===== config.mk =====
export PLATFORM = sky130hd
export DESIGN_NAME = sensor_status
export DESIGN_NICKNAME = d
export VERILOG_FILES = /design/src/rtl/tick_timer.v /design/src/rtl/sensor_status.v
export VERILOG_INCLUDE_DIRS = /design/src /design/src/rtl
export SDC_FILE = /design/constraint.sdc
export NUM_CORES = 1
export LEC_CHECK = 0
export BUFFER_PORTS_ARGS = -buffer_cell sky130_fd_sc_hd__buf_2
export CAP_MARGIN = 40
export CELL_PAD_IN_SITES_DETAIL_PLACEMENT = 1
export CELL_PAD_IN_SITES_GLOBAL_PLACEMENT = 1
export CORE_MARGIN = 2
export CORE_UTILIZATION = 40
export CTS_BUF_LIST = sky130_fd_sc_hd__clkbuf_4
export DETAILED_ROUTE_END_ITERATION = 16
export PLACE_DENSITY = 0.79
export SYNTH_ARGS = -nofsm -noshare
export SYNTH_HDL_FRONTEND = slang
export SYNTH_SLANG_ARGS = --single-unit

===== constraint.sdc =====
create_clock -name pclk -period 4.6 [get_ports pclk]
set_clock_uncertainty 0.1 [all_clocks]
set_input_delay 1.38 -clock pclk [delete_from_list [all_inputs] [get_ports pclk]]
set_output_delay 1.38 -clock pclk [all_outputs]
set_load 0.03 [all_outputs]

===== src/rtl/sensor_status_map.vh =====
// register offsets, field positions, reset values and timing figures of the sensor status block
// assumes a 20 MHz pclk and a 32-bit APB slave with word-aligned registers
// Functional notes
// - actuator gone, both outputs off at once
// - mild fault warns, outputs off after 30 min
// - guard open and close clears the error
// - serial variant resets faults by request bit
// - teach-in at power-up: red on, yellow 1 Hz
// - after 10 s, 3 Hz flashes ask power-off
// - no power-off in 5 min, abort, code five
// - taught code stored only on next detection
// - single-teach variant refuses further teach-in
// - multi-teach unlimited, old code made invalid
// - re-teach blocks outputs ten minutes, green flashes
// - power loss restarts the inhibit from zero
// - yellow steady in range, 1 Hz in limit
// - diagnostic output pulses 2 Hz in limit area
// - red pulse count gives the fault cause
// - internal error switches outputs off at once
// - green lit when supplied and ready
// - diagnostic high only actuated and fault free
// - teach mode: outputs off, green off, red on
// - warning: green off, red flashing, yellow on
// - serial reset on request bit 7 falling
// - warning clears when its cause disappears
// - status bits 0,1,4,5,6,7 as listed
`ifndef SENSOR_STATUS_MAP_VH
`define SENSOR_STATUS_MAP_VH
// register byte offsets
`define REG_STATUS 12'h000
`define REG_CONTROL 12'h004
`define REG_FAULT 12'h008
`define REG_REQUEST 12'h00c
// status fields
`define ST_ENABLED 0
`define ST_DETECTED 1
`define ST_INPUTS 4
`define ST_LIMIT 5
`define ST_WARNING 6
`define ST_ERROR 7
// control fields
`define CT_POWER 0
`define CT_INPUTS 1
`define CT_PRESENT 2
`define CT_LIMIT 3
`define CT_CODE_OK 4
// fault fields
`define FT_OUT_A 0
`define FT_OUT_B 1
`define FT_CROSS 2
`define FT_TEMP 3
`define FT_INTERNAL 5
// request fields
`define RQ_RESET 7
// reset values
`define CONTROL_RESET 8'h00
`define FAULT_RESET 8'h00
`define REQUEST_RESET 8'h00
// timing: tick of 1/12 s (LCM of 1 Hz, 2 Hz, 3 Hz half periods)
`define CLK_HZ 20000000
`define TICK_HZ 12
`define TEACH_S 10
`define ABORT_MIN 5
`define INHIBIT_MIN 10
`define WARN_MIN 30
`endif


===== src/rtl/tick_timer.v =====
// one prescaled timer that counts ticks up to a limit
// assumes a shared one-cycle tick pulse from the parent
`timescale 1ns/100ps
module tick_timer
#(
   parameter WIDTH = 16
)
(
   input wire pclk,
   input wire presetn,
   input wire tick,
   input wire run, // counts while high, clears when low
   input wire [WIDTH-1:0] limit,
   output reg done // level, high once limit ticks reached
);
   reg [WIDTH-1:0] count_q; // elapsed ticks

   ////////////////////////////////////////////////////////////////
   // count ticks, saturate at limit
   always @(posedge pclk or negedge presetn)
   begin
      if (!presetn)
      begin
         count_q <= {WIDTH{1'b0}};
         done <= 1'b0;
      end
      else if (!run)
      begin
         count_q <= {WIDTH{1'b0}};
         done <= 1'b0;
      end
      else if (tick && !done)
      begin
         count_q <= count_q + {{(WIDTH-1){1'b0}}, 1'b1};
         done <= (count_q + {{(WIDTH-1){1'b0}}, 1'b1}) >= limit;
      end
   end
endmodule // tick_timer


===== src/rtl/sensor_status.v =====
// status, fault, LED and teach-in sequencer of the safety sensor, with an APB register file
// assumes synchronous inputs; the sensor front end is modelled by control register bits
// a shared tick of 1/12 s paces every timer and every flash rate
//
// Register access over APB and the address map were chosen for this implementation.
`timescale 1ns/100ps
`include "sensor_status_map.vh"
module sensor_status
#(
   parameter TICK_DIV = `CLK_HZ / `TICK_HZ, // clocks per tick
   parameter TEACH_TICKS = `TEACH_S * `TICK_HZ,
   parameter ABORT_TICKS = `ABORT_MIN * 60 * `TICK_HZ,
   parameter INHIBIT_TICKS = `INHIBIT_MIN * 60 * `TICK_HZ,
   parameter WARN_TICKS = `WARN_MIN * 60 * `TICK_HZ,
   parameter MULTI_TEACH = 1 // 1: multi_teach_variant, 0: single_teach_variant
)
(
   input wire pclk,
   input wire presetn,
   input wire psel,
   input wire penable,
   input wire pwrite,
   input wire [11:0] paddr,
   input wire [31:0] pwdata,
   output wire pready,
   output reg [31:0] prdata,
   output wire pslverr,
   output reg safety_output_a,
   output reg safety_output_b,
   output reg diag_out,
   output reg led_green,
   output reg led_red,
   output reg led_yellow
);
   localparam ST_RUN = 3'h0; // normal operation
   localparam ST_TEACH = 3'h1; // teach-in, waiting 10 s
   localparam ST_ASKOFF = 3'h2; // asking for power-off
   localparam ST_AWAIT = 3'h3; // power back, waiting for detection
   localparam ST_INHIBIT = 3'h4; // protection time
   localparam ST_OFF = 3'h5; // no supply

   //////////////////////////////////////////////////////////////////
   // apb slave: zero wait states, slverr on unmapped address
   reg [7:0] control_q; // simulated supply and sensor front end
   reg [7:0] fault_q; // raw fault causes
   reg [7:0] request_q; // serial request byte
   reg bad_actuator_q; // teach abort flag
   reg error_q; // latched error
   wire [7:0] status_w;
   // decode of the four words; any other address answers with slverr
   wire mapped = (paddr == `REG_STATUS) || (paddr == `REG_CONTROL) ||
      (paddr == `REG_FAULT) || (paddr == `REG_REQUEST);
   wire wr = psel && penable && pwrite && mapped;
   // no wait states: the slave always answers in the first access cycle
   assign pready = 1'b1;
   assign pslverr = psel && penable && !mapped;

   // register writes
   // writes land at the access edge, ignored for unmapped addresses
   always @(posedge pclk or negedge presetn)
   begin
      if (!presetn)
      begin
         control_q <= `CONTROL_RESET;
         fault_q <= `FAULT_RESET;
         request_q <= `REQUEST_RESET;
      end
      else if (wr)
      begin
         if (paddr == `REG_CONTROL)
            control_q <= pwdata[7:0];
         if (paddr == `REG_FAULT)
            fault_q <= pwdata[7:0];
         if (paddr == `REG_REQUEST)
            request_q <= pwdata[7:0];
      end
   end

   // read mux, registered on the setup cycle so data is ready at the access
   always @(posedge pclk or negedge presetn)
   begin
      if (!presetn)
         prdata <= 32'h00000000;
      else if (psel && !penable)
      begin
         case (paddr)
            `REG_STATUS: prdata <= {24'h000000, status_w};
            `REG_CONTROL: prdata <= {24'h000000, control_q};
            `REG_FAULT: prdata <= {24'h000000, fault_q};
            `REG_REQUEST: prdata <= {24'h000000, request_q};
            default: prdata <= 32'h00000000;
         endcase
      end
   end

   //////////////////////////////////////////////////////////////////
   // tick prescaler and flash phases
   // the divider runs freely, so the first tick after a request may come
   // anywhere within one tick period; every timer is accurate to one tick
   reg [24:0] div_q; // clock divider
   reg tick_q; // one pulse per 1/12 s
   reg [3:0] phase_q; // 0..11 within one second
   reg [3:0] pulse_q; // red pulse code slot, 0..15 half-seconds
   always @(posedge pclk or negedge presetn)
   begin
      if (!presetn)
      begin
         div_q <= 25'h0000000;
         tick_q <= 1'b0;
         phase_q <= 4'h0;
         pulse_q <= 4'h0;
      end
      else
      begin
         tick_q <= (div_q == TICK_DIV - 1);
         div_q <= (div_q == TICK_DIV - 1) ? 25'h0000000 : div_q + 25'h0000001;
         if (tick_q)
         begin
            phase_q <= (phase_q == 4'hb) ? 4'h0 : phase_q + 4'h1;
            if (phase_q == 4'h5 || phase_q == 4'hb)
               pulse_q <= pulse_q + 4'h1;
         end
      end
   end
   wire blink_1hz = (phase_q < 4'h6);
   wire blink_2hz = (phase_q < 4'h3) || (phase_q >= 4'h6 && phase_q < 4'h9);
   // one tick lit, three dark: short flashes rather than a square wave
   wire blink_3hz = (phase_q[1:0] == 2'b00);

   //////////////////////////////////////////////////////////////////
   // front end and fault classes
   wire power = control_q[`CT_POWER];
   wire present = control_q[`CT_PRESENT];
   // the limit flag only means something while the actuator is seen
   wire limit = control_q[`CT_LIMIT] && present;
   wire inputs = control_q[`CT_INPUTS];
   wire mild = fault_q[`FT_OUT_A] | fault_q[`FT_OUT_B] | fault_q[`FT_CROSS] |
      fault_q[`FT_TEMP];
   wire internal = fault_q[`FT_INTERNAL];
   reg power_q; // previous supply level
   reg present_q; // previous actuator level
   reg req7_q; // previous request bit 7
   wire power_up = power && !power_q;
   wire guard_closed = present && !present_q; // open then closed again
   wire serial_reset = req7_q && !request_q[`RQ_RESET];
   // either way of clearing a fault: guard cycled or request bit falling
   wire fault_clear = guard_closed || serial_reset;

   //////////////////////////////////////////////////////////////////
   // teach sequencer
   // a power loss sends every state back to off; the timers clear with it
   // because their run inputs fall
   reg [2:0] state_q;
   reg stored_q; // code stored permanently
   reg pending_q; // taught code awaiting activation or still in protection time
   wire teach_done;
   wire abort_done;
   wire inhibit_done;
   wire warn_done;
   always @(posedge pclk or negedge presetn)
   begin
      if (!presetn)
      begin
         state_q <= ST_OFF;
         stored_q <= 1'b0;
         pending_q <= 1'b0;
         bad_actuator_q <= 1'b0;
         power_q <= 1'b0;
         present_q <= 1'b0;
         req7_q <= 1'b0;
      end
      else
      begin
         power_q <= power;
         present_q <= present;
         req7_q <= request_q[`RQ_RESET];
         if (!power)
            state_q <= ST_OFF; // power loss aborts any timer
         else
         begin
            case (state_q)
               ST_OFF:
               begin
                  // pending code first, then teach, then plain operation
                  if (pending_q)
                     state_q <= ST_AWAIT;
                  else if (present && !control_q[`CT_CODE_OK] &&
                     (MULTI_TEACH != 0 || !stored_q))
                     state_q <= ST_TEACH;
                  else
                     state_q <= ST_RUN;
               end
               ST_TEACH:
                  if (teach_done)
                     state_q <= ST_ASKOFF;
               ST_ASKOFF:
               begin
                  // waits here for the supply to go away
                  pending_q <= 1'b1; // stays pending across the power-off
                  if (abort_done)
                  begin
                     pending_q <= 1'b0;
                     bad_actuator_q <= 1'b1;
                     state_q <= ST_RUN;
                  end
               end
               ST_AWAIT:
                  // pending stays set until the inhibit has run out, so that a
                  // power loss in the protection time comes back here
                  if (present)
                  begin
                     stored_q <= 1'b1; // old code invalid, new kept
                     state_q <= ST_INHIBIT;
                  end
               ST_INHIBIT:
                  if (inhibit_done && present)
                  begin
                     pending_q <= 1'b0; // protection time served
                     state_q <= ST_RUN;
                  end
               ST_RUN:
                  if (guard_closed || serial_reset)
                     bad_actuator_q <= 1'b0;
               default:
                  state_q <= ST_OFF;
            endcase
         end
      end
   end

   // one tick timer per sequence step
   // one timer per step keeps each count simple at the cost of some flops
   // limits are cut to the timer width; defaults stay below 65536 ticks
   tick_timer #(.WIDTH(16)) teach_timer (.pclk(pclk), .presetn(presetn), .tick(tick_q),
      .run(state_q == ST_TEACH), .limit(TEACH_TICKS[15:0]), .done(teach_done));
   tick_timer #(.WIDTH(16)) abort_timer (.pclk(pclk), .presetn(presetn), .tick(tick_q),
      .run(state_q == ST_ASKOFF), .limit(ABORT_TICKS[15:0]), .done(abort_done));
   // inhibit restarts from zero after a power loss
   tick_timer #(.WIDTH(16)) inhibit_timer (.pclk(pclk), .presetn(presetn), .tick(tick_q),
      .run(state_q == ST_INHIBIT), .limit(INHIBIT_TICKS[15:0]), .done(inhibit_done));
   // warning countdown clears to zero when the cause clears
   tick_timer #(.WIDTH(16)) warn_timer (.pclk(pclk), .presetn(presetn), .tick(tick_q),
      .run(mild && power), .limit(WARN_TICKS[15:0]), .done(warn_done));

   //////////////////////////////////////////////////////////////////
   // error latch: set wins over clear
   always @(posedge pclk or negedge presetn)
   begin
      if (!presetn)
         error_q <= 1'b0;
      // the abort flag is a level that the same guard edge clears; without the
      // mask it would keep the latch set for good after that edge has passed
      else if (internal || warn_done ||
         (bad_actuator_q && !(fault_clear && state_q == ST_RUN)))
         error_q <= 1'b1;
      else if (fault_clear)
         error_q <= 1'b0;
   end
   wire warning = mild && !error_q;
   wire running = (state_q == ST_RUN) && power;
   wire enable = running && present && !error_q && inputs;

   // red pulse count for the fault cause, 0 means no pulses
   reg [2:0] code_w;
   always @*
   begin
      code_w = 3'h0;
      if (bad_actuator_q)
         code_w = 3'h5;
      else if (fault_q[`FT_OUT_A])
         code_w = 3'h1;
      else if (fault_q[`FT_OUT_B])
         code_w = 3'h2;
      else if (fault_q[`FT_CROSS])
         code_w = 3'h3;
      else if (fault_q[`FT_TEMP])
         code_w = 3'h4;
   end
   // pulse n in the first 2n half-seconds of a 16-slot frame
   // the dark tail of the frame is the pause that separates two codes
   wire red_code = (pulse_q[0] == 1'b0) && (pulse_q[3:1] < code_w);

   //////////////////////////////////////////////////////////////////
   // outputs, all registered
   // both channels carry the same enable; the far side sees a one-cycle lag
   always @(posedge pclk or negedge presetn)
   begin
      if (!presetn)
      begin
         safety_output_a <= 1'b0;
         safety_output_b <= 1'b0;
         diag_out <= 1'b0;
         led_green <= 1'b0;
         led_red <= 1'b0;
         led_yellow <= 1'b0;
      end
      else
      begin
         safety_output_a <= enable;
         safety_output_b <= enable;
         diag_out <= enable && !warning && (!limit || blink_2hz);
         case (state_q)
            ST_TEACH:
            begin
               led_green <= 1'b0;
               led_red <= 1'b1;
               led_yellow <= blink_1hz;
            end
            ST_ASKOFF:
            begin
               led_green <= 1'b0;
               led_red <= blink_3hz;
               led_yellow <= blink_3hz;
            end
            ST_AWAIT, ST_INHIBIT:
            begin
               led_green <= blink_1hz;
               led_red <= 1'b0;
               led_yellow <= 1'b0;
            end
            ST_RUN:
            begin
               led_green <= !error_q && !warning;
               if (error_q && internal)
                  led_red <= 1'b1;
               else
                  led_red <= (error_q || warning) && red_code;
               led_yellow <= present && (!limit || blink_1hz);
            end
            default:
            begin
               led_green <= 1'b0;
               led_red <= 1'b0;
               led_yellow <= 1'b0;
            end
         endcase
      end
   end

   // status byte
   // bits 2 and 3 are unused and read zero
   assign status_w = {error_q, warning, limit, inputs && power, 2'b00,
      present && running, safety_output_a};
endmodule // sensor_status


[Yosys cells after proc, flatten, opt, wreduce, memory -nomap -nowiden]
Index checks and enable logic that the tools add are counted.
Word-level totals
  register bits after elaboration: 171
  output and inout port bits: 40
  word-level logic and storage cells: 182
Operators by class
  add/sub/neg operators: 7
  magnitude comparators: 9
  equality and inequality tests: 23
  multiplexer cells: 43
  bitwise gates (word level): 4
  reductions and logical operators: 69
Operators by type and width (number)
  16-bit 2-to-1 mux: 8
  16-bit by 1-bit adder with 16-bit output, second input constant: 4
  8-bit case mux with 4 select lines: 1
  1-bit logical AND: 31
  3-bit 2-to-1 mux: 10
  25-bit by 1-bit adder with 25-bit output, second input constant: 1
  25-bit by 21-bit == test with 1-bit output, second input constant: 1
  25-bit 2-to-1 mux: 1
  12-bit by 4-bit == test with 1-bit output, second input constant: 2
  3-bit case mux with 6 select lines: 1
  16-bit by 12-bit greater-or-equal comparator with 1-bit output, second input constant: 1
  16-bit by 13-bit greater-or-equal comparator with 1-bit output, second input constant: 1
  16-bit by 15-bit greater-or-equal comparator with 1-bit output, second input constant: 1
  16-bit by 7-bit greater-or-equal comparator with 1-bit output, second input constant: 1
  2-bit != test, second input constant: 8
  1-bit 2-to-1 mux: 15
  1-bit logical NOT: 13
  12-bit by 3-bit == test with 1-bit output, second input constant: 1
  12-bit logical NOT: 1
  3-bit != test, second input constant: 4
  1-bit logical OR: 11
  4-bit by 1-bit adder with 4-bit output, second input constant: 2
  2-bit AND reduction: 4
  3-bit by 2-bit == test with 1-bit output, second input constant: 2
  other kinds (22): 30

[Logic depth before layout (Yosys ltp)]
Gate-level depths: netlist (run 1).
  depth in word-level cells: 10
  depth in mapped cells: 8

[Modules after synthesis]
A second synthesis (run 1) with hierarchy kept.
Unflattened totals
  cell total of the unflattened synthesis: 1049
  area total of the unflattened synthesis: 10017.1 um^2
Modules (own cells, without submodules)
  tick_timer at abort_timer ...: instances 3, cells each 166, area an instance 1472.7 um^2
  sensor_status: instances 1, cells each 384, area an instance 4125.2 um^2
  tick_timer at warn_timer: instances 1, cells each 167, area an instance 1473.9 um^2

[Least setup slack after synthesis (run 1)]
OpenSTA, ideal clock, no wires.
  path kind: input to output
  from: input port paddr[7]
  to: output port pslverr
  arrival time: 2.364 ns
  data required time: 3.120 ns
  setup slack: 0.756 ns
  stages: 3
  path buffers: 0
  cells stage by stage: nor4_1 -> nand3_2 -> and3_1
On the way
  cells in the longest elaborated chain, start to end: 6
  elaborated cells on any way between the ends: 9
Ends and longest elaborated chain
  from (decl): line sensor_status.v:23  | input wire [11:0] paddr,
  12-bit by 3-bit == test with 1-bit output or 12-bit logical NOT (tied branches)
  1-bit logical OR (2 in series): line sensor_status.v:51  | wire mapped = (paddr == `REG_STATUS) || (paddr == `REG_CONTROL) ||
  1-bit logical OR *: line sensor_status.v:51
  1-bit logical NOT *: line sensor_status.v:56  | assign pslverr = psel && penable && !mapped;
  1-bit logical AND *: line sensor_status.v:56
  to (decl): line sensor_status.v:27  | output wire pslverr,
Every way passes the cells marked *; elsewhere a longest branch is shown, timed or not.

[Final worst setup path (run 1)]
Ends and elaborated chain as after synthesis.

==> impl_summary.log, run 1 <==
[metrics] maximum number of pins on one net before global-route repair: 79
[metrics] internal power of the cells: 1.75 mW
[metrics] initial drt markers: 228
[metrics] remaining max-slew budget at the tightest pin: 0.419
[metrics] post-synthesis cell count: 850
[metrics] full die area: 0.0213 sq mm
[metrics] area added between synthesis and finish: 7.93%
[metrics] vias after detailed routing: 6129
[metrics] top cells by area in the synthesized netlist: sky130_fd_sc_hd__dfrtp_1, sky130_fd_sc_hd__xor2_1, sky130_fd_sc_hd__nor2_1, sky130_fd_sc_hd__mux2_2, sky130_fd_sc_hd__nand2_1
[metrics] number of global-route vias before repair: 6297
[metrics] slew at the pin closest to its max-slew limit: 0.864 ns
[metrics] hold buffer count at cts: 0
[metrics] part of the total power dissipated in the clock network: 0.414
[metrics] # port buffers: 39
[metrics] Sw Share: 0.254
[metrics] Post-Syn Area per Cell: 9.50 sq um
[metrics] post-route ant nets: 0
[metrics] PwrDens: 270 mW/mm^2
[metrics] Static Leak: 3.70 nW
[metrics] final setup TNS: 0 ns
[metrics] antenna violations before repair: 1
[metrics] fin nets: 934
[metrics] achievable frequency: 0.244 GHz
[metrics] CTS tree: yes
[metrics] Chip Width: 146 um
[metrics] Final HPWL DP: 12400 um
[metrics] H-tree depth reported by CTS: 4
[metrics] post-synthesis sequential area ratio: 0.456
[metrics] die outline height: 146 um
[metrics] Synth Flop Type: sky130_fd_sc_hd__dfrtp_1
[metrics] required time worst endpoint: 3.12 ns
[metrics] Reg clk slew, reported paths: 0.14 ns
[metrics] TritonCTS buffer count: 17
[metrics] top-level port count: 89
[metrics] Arrival @ worst endpoint: 2.62 ns
[metrics] post-synth top area cell: sky130_fd_sc_hd__dfrtp_1
[metrics] worst setup path category: in -> out
[metrics] status: complete, no violations
[metrics] final core occ: 0.443
[metrics] final routed wirelength across all metal layers: 17800 um
[metrics] TritonCTS sink count: 147
[metrics] detailed-route vias per instance: 5.33
[metrics] post-synth design cell area: 0.00808 sq mm
[metrics] Synth Area in XOR/XNOR: 0.0944
[metrics] dominant cell by count in the synthesized netlist: sky130_fd_sc_hd__dfrtp_1
[metrics] top-area cell type share of the netlist area: 0.449
[metrics] post-synthesis sequential element count: 147
[metrics] Placer Congestion: 0.756
[metrics] Initial DRT Pass Iterations: 4
[metrics] portion of netlist area occupied by mux cells: 0.0521
[metrics] Tmin final: 4.10 ns
[metrics] count of flip-flops with a built-in enable after synthesis: 0
[metrics] Max Fanout on Critical Path: 6
[metrics] most numerous cell types in the synthesized netlist: sky130_fd_sc_hd__dfrtp_1, sky130_fd_sc_hd__nor2_1, sky130_fd_sc_hd__nand2_1
[metrics] insertion delay to the later sink of the worst-skew pair: 0.59 ns
[metrics] sequential share of power: 0.550
[metrics] nature of the critical path startpoint: input pin
[metrics] maximum ir drop on the vdd rail: 0.000169 V
[metrics] count of unresolved DRC violations after routing: 0
[metrics] total power draw: 2.35 mW
[metrics] post-cts repair resize count: 0
[metrics] net switching power figure: 599 uW
[metrics] Core Area: 0.0197 sq mm
[metrics] dominant combinational cell family by area after synthesis: simple AND/OR/NAND/NOR gates
[metrics] remaining global-route overflow: 0
[metrics] Post-Synth Simple-Gate Area: 0.233
[metrics] final hold violation count: 0
[metrics] share of the cycle needed by the critical path after routing: 0.892
[metrics] postcts setup bufs: 0
[metrics] count of endpoints failing setup in the final report: 0
[metrics] setup repair after global routing missed its margin: no
[metrics] number of violations of the max-capacitance limit: 0
[metrics] Tightest Hold Check Type: reg -> reg
[metrics] number of buffers on the longest clock path: 2
[metrics] starting density of the core: 0.411
[metrics] Wirelength per Cell: 15.4 um
[metrics] number of standard-cell rows in the floorplan: 51
[metrics] overall track demand over capacity in global routing: 0.176
[metrics] complex-gate fraction of the synthesized area: 0.0919
[metrics] nature of the critical path endpoint: output pin
[metrics] Comb power frac: 0.036
[metrics] adder-cell share of the synthesized area: 0.0217
[metrics] CTS root buffer: sky130_fd_sc_hd__clkbuf_4
[metrics] pins over their slew limit: 0
[metrics] total of warnings raised by yosys: 0
[metrics] fraction of layout cells with a size suffix above 1: 0.135
[metrics] wire length of the first global-routing pass: 30900 um
[metrics] fraction of registers with async set/reset: 1.00
[metrics] post-synthesis cell type count: 72
routing by layer:
metal	vias up	routed length, um	global-route usage
met5	-	0	0
met4	0	175	0.0427
met3	15	553	0.0413
met2	80	8820	0.303
met1	3059	8210	0.224
li1	2975	-	-
layout make-up:
cell class | instances | area [sq um]
fill | 2301 | 10900
multi-input combinational | 648 | 4070
tap | 265 | 332
inverter | 14 | 52.6
timing repair buffer | 43 | 231
antenna | 1 | 2.50
clock buffer | 17 | 128
sequential | 147 | 3680
clock inverter | 15 | 215
power groups by stage:
stage / clock network [mW] / registers [mW] / logic, mW
floorplan: 0 / 1.32 / 0.0570
global placement: 0 / 1.32 / 0.0844
detailed placement: 0 / 1.32 / 0.0861
CTS: 1.01 / 1.29 / 0.0862
global route: 1.06 / 1.29 / 0.0936
finish: 0.975 / 1.29 / 0.0838
final timing paths:
| check | startpoint | cells after the start | end | slack (ns) |
|---|---|---|---|---|
| max in group asynchronous | presetn | 2 | warn_timer.count_q[14] | 2.81 |
| hold / removal | request_q[7] | 0 | req7_q | 0.34 |
| setup / recovery | paddr[7] | 5 | pslverr | 0.50 |
| min in group asynchronous | presetn | 1 | div_q[1] | 0.68 |
| setup reg to reg | fault_q[1] | 5 | warn_timer.done | 1.99 |
| hold reg to reg | request_q[7] | 0 | req7_q | 0.34 |
placed cells by master, fill, tap and decap left out, drive strengths merged, types with 5 or more instances in the layout:
| master | instances |
|---|---|
| ha | 14 |
| nand4 | 28 |
| mux2 | 28 |
| nand2 | 83 |
| mux2i | 6 |
| nor4 | 11 |
| a21o | 5 |
| nor3b | 6 |
| and4 | 10 |
| nor2 | 112 |
| nor2b | 7 |
| nand3 | 41 |
| dfrtp | 145 |
| xnor2 | 31 |
| inv | 21 |
| nand2b | 8 |
| xor2 | 56 |
| and2 | 6 |
| buf | 43 |
| conb | 25 |
| and3 | 14 |
| nor3 | 18 |
| or3 | 10 |
| a21oi | 19 |
| a31oi | 8 |
| a211oi | 6 |
| clkbuf | 17 |
| o21ai | 40 |
cell families (layout without fill, tap and decap cells):
logic type / count (synthesis) / count (layout)
flip-flops: 147 / 147
AO/OA/AOI/OAI: 116 / 116
multiplexers: 36 / 36
adder cells (fa/ha/maj): 14 / 14
other: 2 / 26
XOR/XNOR: 87 / 87
AND/OR/NAND/NOR: 370 / 370
buffers and inverters: 78 / 89
metrics by stage:
| stage | hold slack, ns | worst slack [ns] | std cells | area [sq um] |
|---|---|---|---|---|
| 2_1_floorplan | 0.252 | 0.756 | 873 | 8160 |
| 3_3_place_gp | 0.313 | 0.479 | 1117 | 8370 |
| 3_5_place_dp | 0.317 | 0.475 | 1117 | 8370 |
| 4_1_cts | 0.338 | 0.472 | 1149 | 8710 |
| 5_1_grt | 0.354 | 0.389 | 1150 | 8720 |
| 6_report | 0.339 | 0.495 | 1150 | 8720 |
registers in the layout, indices dropped and copies added, names as in the netlist, 8 cells and up:
name                   cells
abort_timer.count_q       16
prdata                     8
teach_timer.count_q       16
warn_timer.count_q        16
request_q                  8
fault_q                    8
inhibit_timer.count_q     16
div_q                     25
control_q                  8
worst max-delay path, stage by stage:
cell and delay, ns:
sky130_fd_sc_hd__buf_2 0.10, sky130_fd_sc_hd__nor4_1 0.49, sky130_fd_sc_hd__nand3_2 0.25, sky130_fd_sc_hd__and3_1 0.24, sky130_fd_sc_hd__buf_2 0.17
Note: power is estimated with default switching activity, not from simulation.
==> inputs of run 2 (changes only) <==
PLACE_DENSITY = 0.77   (was 0.79)
SYNTH_HIERARCHICAL = 1   (was unset)
==> impl_summary.log, run 2 <==
[metrics] multi-input combinational cell area: 0.00601 sq mm
[metrics] TritonCTS buffer count: 17
[metrics] Initial DRT Pass Iterations: 4
[metrics] full die area: 0.0263 sq mm
[metrics] nature of the critical path startpoint: input pin
[metrics] Max Fanout on Critical Path: 2
[metrics] postcts setup bufs: 0
[metrics] fill count: 2868
[metrics] pins over their slew limit: 0
[metrics] remaining global-route overflow: 0
[metrics] # port buffers: 39
[metrics] die outline height: 162 um
[metrics] number of buffers on the longest clock path: 2
[metrics] worst setup path category: in -> out
[metrics] final hold violation count: 0
[metrics] post-synth top area cell: sky130_fd_sc_hd__dfrtp_1
[metrics] Final Non-Filler Cells: 1483
[metrics] post-synthesis cell count: 1049
[metrics] delay contributed by the slowest stage of the critical path: 0.35 ns
[metrics] maximum ir drop on the vdd rail: 0.000158 V
[metrics] post-synthesis sequential area ratio: 0.367
[metrics] PwrDens: 219 mW/mm^2
[metrics] count of flip-flops with a built-in enable after synthesis: 0
[metrics] count of unresolved DRC violations after routing: 0
[metrics] dominant cell by count in the synthesized netlist: sky130_fd_sc_hd__dfrtp_1
[metrics] top cells by area in the synthesized netlist: sky130_fd_sc_hd__dfrtp_1, sky130_fd_sc_hd__ha_1, sky130_fd_sc_hd__xnor2_1, sky130_fd_sc_hd__nand2_1, sky130_fd_sc_hd__and2_1
[metrics] register area: 0.00368 sq mm
[metrics] busiest layer in global routing: met2
[metrics] met2 Resource Use GR: 0.323
[metrics] wire length of the first global-routing pass: 38800 um
[metrics] required time worst endpoint: 3.12 ns
[metrics] ordered list of cells on the worst path: buf_2 -> nor4_1 -> nand3_1 -> and3_1 -> buf_2
[metrics] insertion delay to the later sink of the worst-skew pair: 0.56 ns
[metrics] area added between synthesis and finish: 9.90%
[metrics] final core occ: 0.450
[metrics] number of violations of the max-capacitance limit: 0
[metrics] detailed-route vias per instance: 5.11
[metrics] slew at the pin closest to its max-slew limit: 0.821 ns
[metrics] vias after detailed routing: 7574
[metrics] fraction of registers with async set/reset: 1.00
[metrics] maximum number of pins on one net before global-route repair: 90
[metrics] Crit path top cell by count: sky130_fd_sc_hd__buf_2
[metrics] Wirelength per Cell: 15.0 um
[metrics] H-tree depth reported by CTS: 4
[metrics] Reg clk slew, reported paths: 0.13 ns
[metrics] # diodes: 0
[metrics] total non-filler cell area in the finished layout: 0.0110 sq mm
[metrics] achievable frequency: 0.260 GHz
[metrics] Tmin final: 3.84 ns
[metrics] Tightest Hold Check Type: reg -> reg
[metrics] Arrival @ worst endpoint: 2.36 ns
[metrics] top-level port count: 89
[metrics] total of warnings raised by yosys: 6
[metrics] starting density of the core: 0.409
[metrics] overall track demand over capacity in global routing: 0.179
[metrics] Final HPWL DP: 16600 um
[metrics] Post-Syn Area per Cell: 9.55 sq um
[metrics] number of standard-cell rows in the floorplan: 57
[metrics] Synth Flop Type: sky130_fd_sc_hd__dfrtp_1
[metrics] final routed wirelength across all metal layers: 22200 um
[metrics] Core Area: 0.0245 sq mm
[metrics] top-area cell type share of the netlist area: 0.362
[metrics] placement-stage worst setup slack: 0.747 ns
[metrics] TritonCTS sink count: 147
[metrics] Crit path max-delay family: simple AND/OR/NAND/NOR gates
[metrics] slowest cell on the critical path: sky130_fd_sc_hd__nor4_1
[metrics] setup repair after global routing missed its margin: no
[metrics] DP Cell Count: 1451
[metrics] share of the cycle needed by the critical path after routing: 0.836
[metrics] total power draw: 2.42 mW
[metrics] commonest cells after routing, fill and taps aside: sky130_fd_sc_hd__dfrtp_1, sky130_fd_sc_hd__conb_1, sky130_fd_sc_hd__xnor2_1
[metrics] remaining max-slew budget at the tightest pin: 0.449
[metrics] post-cts repair resize count: 0
[metrics] top register by number of flip-flops: div_q
[metrics] post-route ant nets: 0
[metrics] CTS tree: yes
[metrics] hold buffer count at cts: 0
[metrics] post-synth design cell area: 0.0100 sq mm
[metrics] count of endpoints failing setup in the final report: 0
[metrics] post-synthesis sequential element count: 147
[metrics] M1 GR Usage: 0.225
[metrics] antenna violations before repair: 0
[metrics] most numerous cell types in the synthesized netlist: sky130_fd_sc_hd__dfrtp_1, sky130_fd_sc_hd__xnor2_1, sky130_fd_sc_hd__nand2_1
[metrics] commonest non-fill, non-tap cell in the layout: sky130_fd_sc_hd__dfrtp_1
[metrics] flip-flop count of the largest register, all copies and words added: 25
[metrics] number of global-route vias before repair: 8091
[metrics] post-synthesis cell type count: 71
[metrics] setup ws final: 0.756 ns
[metrics] worst hold slack: 0.369 ns
[metrics] Buffers & Inverters on Critical Path: 2
[metrics] post-detailed-placement cell area: 0.0107 sq mm
[metrics] fraction of layout cells with a size suffix above 1: 0.135
[metrics] fin nets: 1273
[metrics] nature of the critical path endpoint: output pin
[metrics] Static Leak: 5.22 nW
[metrics] global routing met3 resource utilization: 0.0289
[metrics] CTS root buffer: sky130_fd_sc_hd__clkbuf_4
[metrics] final setup TNS: 0 ns
[metrics] status: complete, no violations
[metrics] Placer Congestion: 0.739
[metrics] initial drt markers: 306
[metrics] Chip Width: 162 um
## run 2: changes by cell type after synthesis, sizes merged, moves of 10 or more
| cell | previous run | this run |
|---|---|---|
| ha | 14 | 78 |
| inv | 14 | 75 |
| nor2 | 112 | 51 |
| xnor2 | 31 | 88 |
| and2 | 6 | 49 |
| xor2 | 56 | 35 |
| a21oi | 19 | 39 |
| clkbuf | 30 | 12 |
| a21boi | 2 | 15 |
| buf | 34 | 45 |
| nand2 | 83 | 93 |
| nand3 | 41 | 51 |
## run 2: cell families (layout without fill, tap and decap cells)
| kind of cell | after synthesis | after routing | share of synthesized area |
|---|---|---|---|
| and+or+nand+nor | 377 | 377 | 0.219 |
| AOI/OAI and AO/OA | 159 | 159 | 0.101 |
| DFF | 147 | 147 | 0.367 |
| buffers and inverters | 132 | 155 | 0.0664 |
| xor gates and xnor gates | 123 | 123 | 0.108 |
| adders and majority gates | 78 | 78 | 0.0974 |
| muxes | 31 | 31 | 0.0403 |
| other | 2 | 89 | 0.000750 |
## run 2: area by class of cell
type	instances	area share
clock buffers	18	0.0123
clock inverters	14	0.0191
inverters	75	0.0256
multi-input cells	857	0.546
flip-flops and latches	147	0.334
well taps	324	0.0368
repair buffers	48	0.0263
## run 2: layer usage
| metal | part of all wire | up-vias |
|---|---|---|
| met5 | 0 | - |
| met4 | 0.0095 | 0 |
| met3 | 0.017 | 20 |
| met2 | 0.52 | 43 |
| met1 | 0.45 | 3771 |
| li1 | - | 3740 |
## run 2: path summary, 6_finish.rpt
path / startpoint / end / slack [ns] / cells after the start
worst max-delay path: paddr[5] / pslverr / 0.76 / 5
worst min-delay path: request_q[7] / req7_q / 0.37 / 0
worst max register to register: warn_timer/count_q[0] / warn_timer/done / 1.46 / 11
worst min register to register: request_q[7] / req7_q / 0.37 / 0
max in group asynchronous: presetn / teach_timer/count_q[15] / 3.03 / 3
min in group asynchronous: presetn / phase_q[3] / 0.71 / 2
## run 2: worst register-to-register path, delay by kind of cell, from the launching register on
kind	cells	cell delay, ns
and+or+nand+nor	5	1.39
xor gates and xnor gates	1	0.14
adders and majority gates	2	0.55
AOI/OAI and AO/OA	3	0.42
DFF	1	0.48
## run 2: power breakdown
group / switching, mW / internal [mW]
combinational: 0.101 / 0.0377
clock: 0.493 / 0.490
sequential: 0.00115 / 1.29
total: 0.596 / 1.82
